===== src/verilog/cm_pkg.sv =====
// Shared constants of the clock manager lock and status block.
// Assumes a single 100 MHz system clock and an Avalon-MM register slave.
package cm_pkg;
   // ********************************************************************
   // Timing
   // ********************************************************************
   localparam int CM_CLK_PERIOD_NS  = 10;    // System clock period
   localparam int CM_STOP_TIME_NS   = 1000;  // Silence that marks a stopped clock
   localparam int CM_STOP_CYCLES    = (CM_STOP_TIME_NS + CM_CLK_PERIOD_NS - 1)
                                      / CM_CLK_PERIOD_NS;
   localparam int CM_LOCK_MATCHES   = 4;     // Aligned compares before lock
   localparam int CM_TAP_MAX        = 255;   // Every delay tap active
   localparam int CM_PS_LIMIT       = 255;   // Phase shift bound in 1/256 steps
   localparam int CM_STARTUP_CYCLES = 6;     // Cycles of the startup phase
   localparam int CM_STEP_DIV       = 8;     // System clocks per startup cycle

   // ********************************************************************
   // Register map (byte addresses)
   // ********************************************************************
   localparam logic [4:0] CM_OFS_CTRL     = 5'h00;
   localparam logic [4:0] CM_OFS_STATUS   = 5'h04;
   localparam logic [4:0] CM_OFS_IRQ_STAT = 5'h08;
   localparam logic [4:0] CM_OFS_IRQ_MASK = 5'h0c;
   localparam logic [4:0] CM_OFS_PHASE    = 5'h10;

   // Control fields
   localparam int CM_CTRL_WAIT    = 0;       // Startup waits for lock
   localparam int CM_CTRL_FB_CONN = 1;       // Feedback clock connected
   localparam int CM_CTRL_DLL     = 2;       // Delay-loop outputs in use
   localparam int CM_CTRL_FS      = 3;       // Frequency synthesizer in use
   localparam int CM_CTRL_CYC_LSB = 4;       // Lock wait cycle select, 3 bits
   localparam int CM_CTRL_START   = 7;       // Write 1 starts the startup phase
   localparam logic [6:0] CM_CTRL_RESET = 7'h0e;

   // Status bus bits
   localparam int CM_SB_PS_OVF   = 0;
   localparam int CM_SB_REF_STOP = 1;
   localparam int CM_SB_FS_STOP  = 2;

   // Interrupt event bits
   localparam int CM_IRQ_W        = 5;
   localparam int CM_EV_LOCK_UP   = 0;
   localparam int CM_EV_LOCK_DOWN = 1;
   localparam int CM_EV_PS_OVF    = 2;
   localparam int CM_EV_REF_STOP  = 3;
   localparam int CM_EV_FS_STOP   = 4;

   // Startup sequencer states
   typedef enum logic [1:0] {CM_SS_IDLE, CM_SS_STEP, CM_SS_DONE} cm_start_state_type;
endpackage


===== src/verilog/cm_activity.sv =====
// Toggle monitor for one clock pin seen from the system clock.
// Assumes the pin is asynchronous; it passes three flip-flops first.
`timescale 1ns/1ps
module cm_activity
   import cm_pkg::*;
#(
   parameter int STOP_CYCLES = CM_STOP_CYCLES
)(
   input  wire logic mclk,
   input  wire logic rst_n,
   input  wire logic pin,
   output logic      rise,
   output logic      stopped
);
   // ********************************************************************
   // Synchroniser and change filter
   // ********************************************************************
   logic [2:0]  sync_q;          // Three-stage chain
   logic        level_q;         // Accepted level
   logic        level_d;
   logic        rise_q;          // One-cycle pulse on accepted rise
   logic        rise_d;
   logic [15:0] idle_q;          // Cycles since last accepted change
   logic [15:0] idle_d;
   logic        stop_q;
   logic        stop_d;

   // Next values; stage 1 is read only by stage 2
   always_comb
   begin
      level_d = level_q;
      if (sync_q[1] == sync_q[2])
      begin
         level_d = sync_q[2];
      end
      rise_d = level_d & ~level_q;
      // A change restarts the silence count
      if (level_d != level_q)
      begin
         idle_d = 16'h0000;
      end
      else if (idle_q < 16'(STOP_CYCLES))
      begin
         idle_d = idle_q + 16'h0001;
      end
      else
      begin
         idle_d = idle_q;
      end
      stop_d = (idle_d >= 16'(STOP_CYCLES));
   end

   // Registers
   always_ff @(posedge mclk or negedge rst_n)
   begin
      if (!rst_n)
      begin
         sync_q  <= 3'h0;
         level_q <= 1'b0;
         rise_q  <= 1'b0;
         idle_q  <= 16'h0000;
         stop_q  <= 1'b0;
      end
      else
      begin
         sync_q  <= {sync_q[1:0], pin};
         level_q <= level_d;
         rise_q  <= rise_d;
         idle_q  <= idle_d;
         stop_q  <= stop_d;
      end
   end

   assign rise    = rise_q;
   assign stopped = stop_q;
endmodule // cm_activity


===== src/verilog/cm_lock_status.sv =====
// Lock, status and startup-hold logic of an on-chip clock manager.
// Assumes clock pins are asynchronous to mclk and user step strobes are not.
//
// The register offsets and the Avalon-MM slave port were decided locally.
`timescale 1ns/1ps
module cm_lock_status
   import cm_pkg::*;
#(
   parameter int TAP_MAX      = CM_TAP_MAX,
   parameter int LOCK_MATCHES = CM_LOCK_MATCHES
)(
   input  wire logic        mclk,
   input  wire logic        reset_n,
   input  wire logic        cm_reset,
   input  wire logic        ref_clock_input,
   input  wire logic        feedback_clock_input,
   input  wire logic        synth_clock_output,
   input  wire logic        synth_clock_output_inverted,
   input  wire logic        ps_step,
   input  wire logic        ps_increment,
   input  wire logic [4:0]  address,
   input  wire logic        read,
   input  wire logic        write,
   input  wire logic [31:0] writedata,
   output logic [31:0]      readdata,
   output logic             waitrequest,
   output logic             lock_indicator,
   output logic [7:0]       status,
   output logic             user_mode,
   output logic             irq
);
   // ********************************************************************
   // Reset and clock monitors
   // ********************************************************************
   logic       rst_n;            // Either reset returns the whole block to its reset values
   logic [3:0] pins;             // ref, feedback, synth, synth inverted
   logic [3:0] rise_w;           // Accepted rising edges
   logic [3:0] stop_w;           // Silence detected

   assign rst_n = reset_n & ~cm_reset;
   assign pins  = {synth_clock_output_inverted, synth_clock_output,
                   feedback_clock_input, ref_clock_input};

   // One monitor per clock pin
   genvar gi;
   generate
      for (gi = 0; gi < 4; gi++)
      begin : g_mon
         cm_activity #(.STOP_CYCLES(CM_STOP_CYCLES)) u_mon (
            .mclk    (mclk),
            .rst_n   (rst_n),
            .pin     (pins[gi]),
            .rise    (rise_w[gi]),
            .stopped (stop_w[gi])
         );
      end
   endgenerate

   // ********************************************************************
   // Delay loop, lock and phase shifter
   // ********************************************************************
   logic [7:0]  tap_q;           // Delay taps in use
   logic [7:0]  tap_d;
   logic [7:0]  gap_q;           // Cycles since last reference edge
   logic [7:0]  gap_d;
   logic [7:0]  gap_now;         // Measured feedback lag
   logic [3:0]  match_q;         // Consecutive aligned compares
   logic [3:0]  match_d;
   logic        lock_q;
   logic        lock_d;
   logic [8:0]  ps_q;            // Signed phase shift amount
   logic [8:0]  ps_d;
   logic        ps_ovf_q;        // Shift pushed past its bound
   logic        ps_ovf_d;

   always_comb
   begin
      gap_d    = rise_w[0] ? 8'h00 : ((gap_q == 8'hff) ? gap_q : gap_q + 8'h01);
      gap_now  = rise_w[0] ? 8'h00 : gap_q;
      tap_d    = tap_q;
      match_d  = match_q;
      ps_d     = ps_q;
      ps_ovf_d = ps_ovf_q;
      // compare feedback lag against the taps
      if (rise_w[1])
      begin
         if (gap_now == tap_q)
         begin
            if (match_q != 4'(LOCK_MATCHES))
            begin
               match_d = match_q + 4'h1;
            end
         end
         else
         begin
            match_d = 4'h0;
            // Walk one tap toward alignment; stops at the last tap
            if ((gap_now > tap_q) && (tap_q != 8'(TAP_MAX)))
            begin
               tap_d = tap_q + 8'h01;
            end
            else if (gap_now < tap_q)
            begin
               tap_d = tap_q - 8'h01;
            end
         end
      end
      // A stopped reference can never be in phase
      if (stop_w[0])
      begin
         match_d = 4'h0;
      end
      lock_d = (match_d == 4'(LOCK_MATCHES));
      if (ps_step && ps_increment)
      begin
         ps_ovf_d = ($signed(ps_q) == CM_PS_LIMIT);
         if (!ps_ovf_d)
         begin
            ps_d = ps_q + 9'h001;
         end
      end
      else if (ps_step)
      begin
         ps_ovf_d = ($signed(ps_q) == -CM_PS_LIMIT);
         if (!ps_ovf_d)
         begin
            ps_d = ps_q - 9'h001;
         end
      end
   end

   always_ff @(posedge mclk or negedge rst_n)
   begin
      if (!rst_n)
      begin
         tap_q    <= 8'h00;
         gap_q    <= 8'h00;
         match_q  <= 4'h0;
         lock_q   <= 1'b0;
         ps_q     <= 9'h000;
         ps_ovf_q <= 1'b0;
      end
      else
      begin
         tap_q    <= tap_d;
         gap_q    <= gap_d;
         match_q  <= match_d;
         lock_q   <= lock_d;
         ps_q     <= ps_d;
         ps_ovf_q <= ps_ovf_d;
      end
   end

   // ********************************************************************
   // Status bus and startup hold
   // ********************************************************************
   logic [6:0] ctrl_q;           // Options written by software
   logic [7:0] status_q;
   logic [7:0] status_d;
   logic       start_q;          // One-cycle start pulse
   logic       user_q;
   logic       user_w;
   logic [2:0] cyc_w;
   logic       stall_w;

   always_comb
   begin
      status_d = 8'h00;
      status_d[CM_SB_PS_OVF] = ps_ovf_q | (tap_q == 8'(TAP_MAX));
      status_d[CM_SB_REF_STOP] = stop_w[0] & ctrl_q[CM_CTRL_FB_CONN] & ctrl_q[CM_CTRL_DLL];
      status_d[CM_SB_FS_STOP] = (stop_w[2] | stop_w[3]) & ctrl_q[CM_CTRL_FS];
      status_d[7:3] = 5'h00;
   end

   // wait option and cycle from software
   cm_startup u_start (
      .mclk       (mclk),
      .rst_n      (rst_n),
      .start      (start_q),
      .wait_en    (ctrl_q[CM_CTRL_WAIT]),
      .wait_cycle (ctrl_q[CM_CTRL_CYC_LSB +: 3]),
      .lock       (lock_q),
      .cycle      (cyc_w),
      .stalled    (stall_w),
      .user_mode  (user_w)
   );

   // ********************************************************************
   // Interrupts and Avalon-MM slave
   // ********************************************************************
   logic [CM_IRQ_W-1:0] ev;      // Event pulses
   logic [CM_IRQ_W-1:0] ist_q;   // Sticky status
   logic [CM_IRQ_W-1:0] ist_d;
   logic [CM_IRQ_W-1:0] imask_q;
   logic [CM_IRQ_W-1:0] imask_d;
   logic [6:0]          ctrl_d;
   logic                start_d;
   logic                wait_q;
   logic                wait_d;
   logic [31:0]         rdata_q;
   logic [31:0]         rdata_d;
   logic                irq_q;
   logic                req;
   logic                fire;     // Edge at which the access completes

   always_comb
   begin
      ev[CM_EV_LOCK_UP]   = lock_d & ~lock_q;
      ev[CM_EV_LOCK_DOWN] = ~lock_d & lock_q;
      ev[CM_EV_PS_OVF]    = status_d[CM_SB_PS_OVF] & ~status_q[CM_SB_PS_OVF];
      ev[CM_EV_REF_STOP]  = status_d[CM_SB_REF_STOP] & ~status_q[CM_SB_REF_STOP];
      ev[CM_EV_FS_STOP]   = status_d[CM_SB_FS_STOP] & ~status_q[CM_SB_FS_STOP];
      req     = read | write;
      fire    = req & ~wait_q;
      // One wait state, then a single completing cycle
      wait_d  = ~(req & wait_q);
      ctrl_d  = ctrl_q;
      imask_d = imask_q;
      start_d = 1'b0;
      ist_d   = ist_q;
      rdata_d = rdata_q;
      if (req && wait_q)
      begin
         case (address)
            CM_OFS_CTRL:     rdata_d = {25'h0, ctrl_q};
            CM_OFS_STATUS:   rdata_d = {18'h0, user_q, stall_w, cyc_w, lock_q, status_q};
            CM_OFS_IRQ_STAT: rdata_d = {27'h0, ist_q};
            CM_OFS_IRQ_MASK: rdata_d = {27'h0, imask_q};
            CM_OFS_PHASE:    rdata_d = {15'h0, ps_q, tap_q};
            default:         rdata_d = 32'h0000_0000;
         endcase
      end
      if (fire && write && (address == CM_OFS_CTRL))
      begin
         ctrl_d  = writedata[6:0];
         start_d = writedata[CM_CTRL_START];
      end
      if (fire && write && (address == CM_OFS_IRQ_MASK))
      begin
         imask_d = writedata[CM_IRQ_W-1:0];
      end
      // Read clears only the bits it reported; an event after the snapshot still lands
      if (fire && read && (address == CM_OFS_IRQ_STAT))
      begin
         ist_d = (ist_q & ~rdata_q[CM_IRQ_W-1:0]) | ev;
      end
      else
      begin
         ist_d = ist_q | ev;
      end
   end

   always_ff @(posedge mclk or negedge rst_n)
   begin
      if (!rst_n)
      begin
         ctrl_q   <= CM_CTRL_RESET;
         imask_q  <= '0;
         ist_q    <= '0;
         start_q  <= 1'b0;
         wait_q   <= 1'b1;
         rdata_q  <= 32'h0000_0000;
         irq_q    <= 1'b0;
         status_q <= 8'h00;
         user_q   <= 1'b0;
      end
      else
      begin
         ctrl_q   <= ctrl_d;
         imask_q  <= imask_d;
         ist_q    <= ist_d;
         start_q  <= start_d;
         wait_q   <= wait_d;
         rdata_q  <= rdata_d;
         irq_q    <= |(ist_d & imask_d);
         status_q <= status_d;
         user_q   <= user_w;
      end
   end

   assign readdata       = rdata_q;
   assign waitrequest    = wait_q;
   assign lock_indicator = lock_q;
   assign status         = status_q;
   assign user_mode      = user_q;
   assign irq            = irq_q;

   // ********************************************************************
   // Checks
   // ********************************************************************
   a_reset_clears:
   assert property (@(posedge mclk) !rst_n |-> !lock_q && (tap_q == 8'h00))
      else $error("reset left lock or taps set");
   a_lock_cause:
   assert property (@(posedge mclk) disable iff (!rst_n)
      $rose(lock_q) |-> $past(rise_w[1]) && !$past(stop_w[0]))
      else $error("lock rose without an aligned feedback edge");
   a_ps_overflow:
   assert property (@(posedge mclk) disable iff (!rst_n)
      ps_step && ps_increment && ($signed(ps_q) == CM_PS_LIMIT) |=> ##1 status_q[0])
      else $error("shift past bound not flagged");
   a_taps_full:
   assert property (@(posedge mclk) disable iff (!rst_n)
      (tap_q == 8'(TAP_MAX)) |=> status_q[0])
      else $error("full taps not flagged");
   a_ref_stopped:
   assert property (@(posedge mclk) disable iff (!rst_n)
      stop_w[0] && ctrl_q[CM_CTRL_FB_CONN] && ctrl_q[CM_CTRL_DLL] |=> status_q[1])
      else $error("stopped reference not flagged");
   a_fs_only_quiet:
   assert property (@(posedge mclk) disable iff (!rst_n)
      !ctrl_q[CM_CTRL_DLL] |=> !status_q[1])
      else $error("bit 1 set without delay-loop outputs");
   a_synth_stopped:
   assert property (@(posedge mclk) disable iff (!rst_n)
      (stop_w[2] || stop_w[3]) && ctrl_q[CM_CTRL_FS] |=> status_q[2])
      else $error("stopped synthesized clock not flagged");
   a_reserved_zero:
   assert property (@(posedge mclk) disable iff (!rst_n) status_q[7:3] == 5'h00)
      else $error("reserved status bits set");
   a_wait_lock:
   assert property (@(posedge mclk) disable iff (!rst_n)
      stall_w |=> !user_q [*2])
      else $error("user mode entered while stalled");
   c_lock_up:  cover property (@(posedge mclk) disable iff (!rst_n) $rose(lock_q));
   c_user_on:  cover property (@(posedge mclk) disable iff (!rst_n) $rose(user_q));
   c_ovf_seen: cover property (@(posedge mclk) disable iff (!rst_n) $rose(status_q[0]));
   c_irq_seen: cover property (@(posedge mclk) disable iff (!rst_n) $rose(irq_q));
endmodule // cm_lock_status


===== src/verilog/cm_startup.sv =====
// Startup-phase sequencer with an optional hold for lock.
// Assumes lock comes from the same clock domain.
`timescale 1ns/1ps
module cm_startup
   import cm_pkg::*;
(
   input  wire logic       mclk,
   input  wire logic       rst_n,
   input  wire logic       start,
   input  wire logic       wait_en,
   input  wire logic [2:0] wait_cycle,
   input  wire logic       lock,
   output logic [2:0]      cycle,
   output logic            stalled,
   output logic            user_mode
);
   // ********************************************************************
   // Step divider and sequencer
   // ********************************************************************
   cm_start_state_type state_q;
   cm_start_state_type state_d;
   logic [3:0] div_q;            // Divides mclk down to startup cycles
   logic [3:0] div_d;
   logic [2:0] cyc_q;
   logic [2:0] cyc_d;
   logic       hold;             // Selected cycle reached without lock

   always_comb
   begin
      state_d = state_q;
      cyc_d   = cyc_q;
      div_d   = (div_q == 4'(CM_STEP_DIV - 1)) ? 4'h0 : div_q + 4'h1;
      hold    = (state_q == CM_SS_STEP) && wait_en && (cyc_q == wait_cycle) && !lock;
      case (state_q)
         CM_SS_IDLE:
         begin
            cyc_d = 3'h0;
            if (start)
            begin
               state_d = CM_SS_STEP;
            end
         end
         CM_SS_STEP:
         begin
            // wait only when the option is set
            if ((div_q == 4'h0) && !hold)
            begin
               if (cyc_q == 3'(CM_STARTUP_CYCLES - 1))
               begin
                  state_d = CM_SS_DONE;
               end
               else
               begin
                  cyc_d = cyc_q + 3'h1;
               end
            end
         end
         CM_SS_DONE:
         begin
            state_d = CM_SS_DONE;
         end
         default:
         begin
            state_d = CM_SS_IDLE;
         end
      endcase
   end

   always_ff @(posedge mclk or negedge rst_n)
   begin
      if (!rst_n)
      begin
         state_q <= CM_SS_IDLE;
         div_q   <= 4'h0;
         cyc_q   <= 3'h0;
      end
      else
      begin
         state_q <= state_d;
         div_q   <= div_d;
         cyc_q   <= cyc_d;
      end
   end

   assign cycle     = cyc_q;
   assign stalled   = hold;
   assign user_mode = (state_q == CM_SS_DONE);

   // ********************************************************************
   // Checks
   // ********************************************************************
   a_hold_no_user:
   assert property (@(posedge mclk) disable iff (!rst_n)
      hold |=> (state_q == CM_SS_STEP) && (cyc_q == $past(cyc_q)))
      else $error("startup moved on while waiting for lock");
   a_nowait_runs:
   assert property (@(posedge mclk) disable iff (!rst_n)
      $rose(state_q == CM_SS_STEP) && !wait_en |-> ##[1:60] (state_q == CM_SS_DONE))
      else $error("startup stalled with wait option off");
   c_stall_seen: cover property (@(posedge mclk) disable iff (!rst_n) hold ##1 !hold);
endmodule // cm_startup

===== config.mk =====
export PLATFORM = sky130hd
export DESIGN_NAME = cm_lock_status
export DESIGN_NICKNAME = d
export VERILOG_FILES = /design/src/verilog/cm_pkg.sv /design/src/verilog/cm_activity.sv /design/src/verilog/cm_lock_status.sv /design/src/verilog/cm_startup.sv
export SDC_FILE = /design/constraint.sdc
export NUM_CORES = 1
export LEC_CHECK = 0
export ABC_AREA = 1
export BUFFER_PORTS_ARGS = -buffer_cell sky130_fd_sc_hd__buf_2
export CAP_MARGIN = 15
export CORE_MARGIN = 2
export CORE_UTILIZATION = 45
export DETAILED_ROUTE_END_ITERATION = 10
export PLACE_DENSITY = 0.65
export SLEW_MARGIN = 10
export SYNTH_ARGS = -nofsm -noshare
export SYNTH_HDL_FRONTEND = slang
export SYNTH_SLANG_ARGS = --single-unit
export TNS_END_PERCENT = 10

===== constraint.sdc =====
create_clock -name mclk -period 11.65 [get_ports mclk]
set_input_delay 1.7475 -clock mclk [delete_from_list [all_inputs] [get_ports mclk]]
set_output_delay 1.7475 -clock mclk [all_outputs]
set_load 0.02 [all_outputs]

After elaboration in Yosys (flattened, before gate mapping):

Index checks and enable logic that the tools add are counted.

* output and inout port bits: 44
* logic and storage cells: 178
* flip-flop bits (word level): 165

* equality and inequality tests: 31
* reduce and logical (&&, ||, !) cells: 25
* bitwise gates (word level): 32
* $lt $le $gt $ge: 8
* multiplexer cells: 37
* $add $sub $neg: 11

Operators with widths (count)
* 16-bit two-way mux: 6
* 17-bit case mux with 5 select lines: 1
* 16-bit by 1-bit adder with 16-bit output, second input constant: 3
* 16-bit by 7-bit >= comparator with 1-bit output, second input constant: 3
* 16-bit by 7-bit < comparator with 1-bit output, second input constant: 3
* 8-bit two-way mux: 5
* 9-bit two-way mux: 4
* 4-bit two-way mux: 5
* 9-bit equality test, second input constant: 2
* 8-bit by 1-bit adder with 8-bit output, second input constant: 2
* 8-bit equality test, second input constant: 2
* 1-bit bitwise AND: 13
* 1-bit logical AND: 12
* 2-bit inequality test, second input constant: 6
* 3-bit AND reduction: 4
* 1-bit inverter: 11
* 5-bit bitwise AND: 2
* 5-bit by 4-bit equality test with 1-bit output, second input constant: 2
* 5-bit two-way mux: 2
* 5-bit bitwise OR: 2
* 9-bit by 1-bit adder with 9-bit output, second input constant: 1
* 9-bit by 1-bit subtractor with 9-bit output, second input constant: 1
* 4-bit by 1-bit adder with 4-bit output, second input constant: 2
* 4-bit by 3-bit equality test with 1-bit output, second input constant: 2
* 29 further kinds: 48

Depth between registers and ports, before layout:

* depth after elaboration: 12
* depth in mapped cells: 19
* depth with buffers taken out: 18

Cells and area by module:

A second synthesis with hierarchy kept.

* cells, all modules: 1130
* area, all modules: 9156.3 µm²

By module, submodules not included
* cm_lock_status: cells each 557, sequential area each 1806.7 µm², times used 1, area each 4327.9 µm²
* cm_activity: cells each 124, sequential area each 550.5 µm², times used 4, area each 1048.5 µm²
* cm_startup: cells each 77, sequential area each 225.2 µm², times used 1, area each 634.4 µm²

Least setup slack after synthesis:

OpenSTA, ideal clock, no wires.

* path type: input port to flip-flop
* start: input port ps_step
* end: register ps_q[5]
* setup time: 0.127 ns
* stages: 7
* slack: 8.573 ns
* path buffers: 0
* arrival: 2.950 ns
* path through: nand2_1 > ha_1 > a21oi_1 > nand2_1 > a21oi_1 > xor2_1 > o21ai_0

* longest elaborated chain between the ends: 3

Ends and longest elaborated chain
* from (decl): RTL line cm_lock_status.sv:19 `input wire logic ps_step,`
* 1-bit logical AND: RTL line cm_lock_status.sv:114 `if (ps_step && ps_increment)`
* 2-bit inequality test (no source line) / 2-bit nonzero test (equally long branches)
* 3-bit AND reduction (no source line)
* to (signal assigned): RTL line cm_lock_status.sv:149 `ps_q <= ps_d;`
* to (decl): RTL line cm_lock_status.sv:71 `logic [8:0] ps_q;`

Parallel ways exist; a longest one is shown, timed or not.
A chain may end at the register's enable or synchronous reset.

Worst setup path after layout:

* start: register g_mon[0].u_mon.rise_q
* end: register tap_q[7]

* longest elaborated chain between the ends: 5

Ends and longest elaborated chain
* from (decl): RTL line cm_activity.sv:21 `logic rise_q;`
* from (signal assigned): RTL line cm_activity.sv:68 `rise_q <= rise_d;`
* 8-bit two-way mux (*): RTL line cm_lock_status.sv:79 `gap_now = rise_w[0] ? 8'h00 : gap_q;`
* 8-bit > comparator: RTL line cm_lock_status.sv:98 `if ((gap_now > tap_q) && (tap_q != 8'(TAP_MAX)))`
* 1-bit logical AND: RTL line cm_lock_status.sv:98
* 2-bit nonzero test (no source line)
* 3-bit AND reduction (no source line)
* to (signal assigned): RTL line cm_lock_status.sv:145 `tap_q <= tap_d;`
* to (decl): RTL line cm_lock_status.sv:62 `logic [7:0] tap_q;`

Every way passes the cells marked *; elsewhere a longest branch is shown, timed or not.

==> qor.csv <==
metric,value,unit
outcome,completed,
# nets final,1085,
main combinational cell family by area after synthesis,simple AND/OR/NAND/NOR gates,
post-synthesis adder-cell area fraction,6.388,%
clock sink total,150,
Core Rows,48,
antenna diode instance count,0,
die width,135.6,µm
synth unique cells,48,
"EDFF count, synth",0,
residual DRC count,0,
hold crit path type,reg2reg,
htree depth,4,
Netlist Area Pre-Place,7795,µm²
dpl ws,8208,ps
cell taking the most area after synthesis,dfrtp_1,
GRT Overall Usage,17.76,%
clk_lat worst skew,420,ps
Setup TNS,0,ps
Worst IR Drop VDD,115.6,µV
Psw,0.0006273,W
die area,18390,µm²
Vias/cell,4.834,
GRT Residual Overflow,0,
# port buffers,47,
Worst-Margin Slew,803.5,ps
post-cts resize count,0,
Required @ worst endpoint,11960,ps
switch share,34.65,%
via count,5985,
complex-gate fraction of the synthesized area,8.571,%
Fmax achieved,0.3282,GHz
vias in the first global route,5625,
Final Skew,8.842,ps
layout cells sized above 1,11.35,%
post-synthesis mux area share,0.2889,%
First-pass DRT Iterations,4,
Post-CTS Setup Inserts,0,
Combinational Power Share,29.5,%
Core ar.,17120,µm²
Layout fillers,1632,
top-count cell post-synth,nand2_1,
hold_buf cts,0,
clock root cell,clkbuf_16,
leak pwr,4.717,nW
Seq cells post-synth,150,
CTS tree,done,
Synth Flop Type,dfrtp_1,
Post-Syn Area per Cell,8.266,µm²
Slew headroom,46.44,%
cell count after synthesis,943,
max_cap viols,0,
chip height,135.6,µm
Worst setup EP type,flip-flop,
sequential fraction of design power,37.6,%
Fin. Hold Viols,0,
area grow syn2layout,13.66,%
sequential fraction of the synthesis area,48.22,%
final wirelength,15460,µm
Reg area,3759,µm²
Synth Warn #,0,
clock share of power,32.9,%
critical path class,reg2reg,
Worst-path clk slew,60,ps
Post-Synth XOR/XNOR Area,2.921,%
CP Launch Type,flip-flop,
CP Data Arrival Time,3360,ps
GP Congestion,0.8588,
Crit Path Max Fanout,9,
post-synthesis simple-gate area fraction,23.19,%
largest net degree at the start of global routing,151,
Synth top area share,46.87,%
Multi-input gate area,3307,µm²
ANT nets after route,0,
post-route clock period utilization,26.15,%
initial antenna violation count,0,
1st-iter DRT viols,338,
Final WS setup,8603,ps
Routed WL per cell,12.49,µm
PwrDens,204.4,nW/µm²
max-slew violation count,0,
Synth top cells by count,"226 x nand2_1, 155 x inv_1, 146 x dfrtp_1, 70 x nand3_1, 70 x nor2_1",
Final HPWL DP,11070,µm
Internal Power,0.001183,W
Max Buffers Root-to-Sink,2,
post-layout util,51.76,%
unrepaired setup endpoints after global routing,no,
Synth area leaders,"dfrtp_1 47%, nand2_1 11%, inv_1 7.5%, ha_1 5.6%, nand3_1 4.5%",
CTS buffer count,17,
Boundary Pins,92,
Final setup viols,0,
initial cell density of the core,45.54,%
Synth async-reset ratio,100.0,%
first-pass GRT wire length,26020,µm
fin crit period,3047,ps
per-stage QoR:
step                      power [W]  area [µm²]  hold slack (ps)  instances
after detailed placement   0.001220        8212            336.4       1206
final                      0.001811        8860            349.8       1238
after global routing       0.001953        8860            354.7       1238
after CTS                  0.001827        8860            350.5       1238
after floorplan            0.001101        7866            331.2        962
after global placement     0.001208        8212            333.7       1206
cells in the final DEF, fill, tap and decap left out, types with 3 or more instances in the layout:
master,instances
nand2_1,226
inv_1,155
dfrtp_1,146
nand3_1,70
nor2_1,69
o21ai_0,49
buf_2,47
a21oi_1,39
ha_1,35
conb_1,20
xor2_1,17
clkbuf_16,17
o22ai_1,11
nand4_1,10
nor3_1,9
xnor2_1,9
nand2_2,7
nand3_2,5
a31oi_1,5
nor4_1,5
inv_2,4
bufinv_16,4
dfstp_2,4
nor2_2,3
o31ai_1,3
inv_6,3
clkinvlp_4,3
clkinv_4,3
path summary, 6_finish.rpt:
check | startpoint | cells past startpoint | to | slack [ps]
hold / removal | g_mon[3].u_mon.sync_q[0] | 0 | g_mon[3].u_mon.sync_q[1] | 350
min in group asynchronous | reset_n | 4 | g_mon[2].u_mon.sync_q[0] | 1580
setup / recovery | g_mon[0].u_mon.rise | 18 | tap_q[7] | 8600
max in group asynchronous | cm_reset | 3 | g_mon[3].u_mon.idle_q[0] | 9440
setup reg to reg | g_mon[0].u_mon.rise | 18 | tap_q[7] | 8600
hold reg to reg | g_mon[3].u_mon.sync_q[0] | 0 | g_mon[3].u_mon.sync_q[1] | 350
critical path: stages (launching register included):
cell     delay [ps]
dfrtp_1         470
inv_1           200
nand2_1          90
ha_1            180
inv_1            50
a21oi_1          50
o21ai_0         160
nand2_1          70
nand2_1         140
nand2_1         240
ha_1            420
a21oi_1         210
o21ai_0         100
a21oi_1         190
inv_1            60
nand2_1          90
nand3_1          90
nand2_1          80
nand2_1          40
kinds of logic (layout without fill, tap and decap cells):
family / after synthesis / after routing
mux: 2 / 2
fa+ha+maj: 39 / 39
flops: 150 / 150
xor+xnor: 26 / 26
simple gates: 415 / 415
buf+inv: 190 / 241
compound gates: 120 / 120
other cells: 1 / 20
state kept, by name (all words and copies together), names as in the netlist, 2 cells and up:
| name | count |
|---|---|
| ctrl_q | 7 |
| g_mon.u_mon.idle_q | 48 |
| g_mon.u_mon.level_q | 4 |
| g_mon.u_mon.rise | 2 |
| g_mon.u_mon.stopped | 3 |
| g_mon.u_mon.sync_q | 12 |
| gap_q | 8 |
| imask_q | 5 |
| ist_q | 5 |
| match_q | 4 |
| ps_q | 9 |
| readdata | 17 |
| status | 3 |
| tap_q | 8 |
| u_start.cycle | 3 |
| u_start.div_q | 4 |
| u_start.state_q | 2 |
routing by layer:
layer / wire length, µm / global-route usage, % / vias up
met5: 0 / 0 / -
met4: 288 / 6.019 / 0
met3: 677 / 4.751 / 21
met2: 7126 / 27.67 / 97
met1: 7369 / 24.09 / 2785
li1: - / - / 3082
power groups by stage:
stage                     combinational [W]  clock [W]  sequential [W]
after floorplan                    0.000427          0        0.000675
after global placement             0.000521          0        0.000687
after detailed placement           0.000532          0        0.000688
after CTS                          0.000538   0.000609        0.000680
after global routing               0.000626   0.000634        0.000694
final                              0.000535   0.000595        0.000680
area by class of cell:
type / count / area share, %
flip-flops and latches: 150 / 42.42
multi-input cells: 622 / 37.33
inverters: 160 / 6.793
clock buffers: 19 / 5.112
well taps: 225 / 3.178
repair buffers: 49 / 2.966
clock inverters: 13 / 2.203
Power figures use the tool's default switching activity.
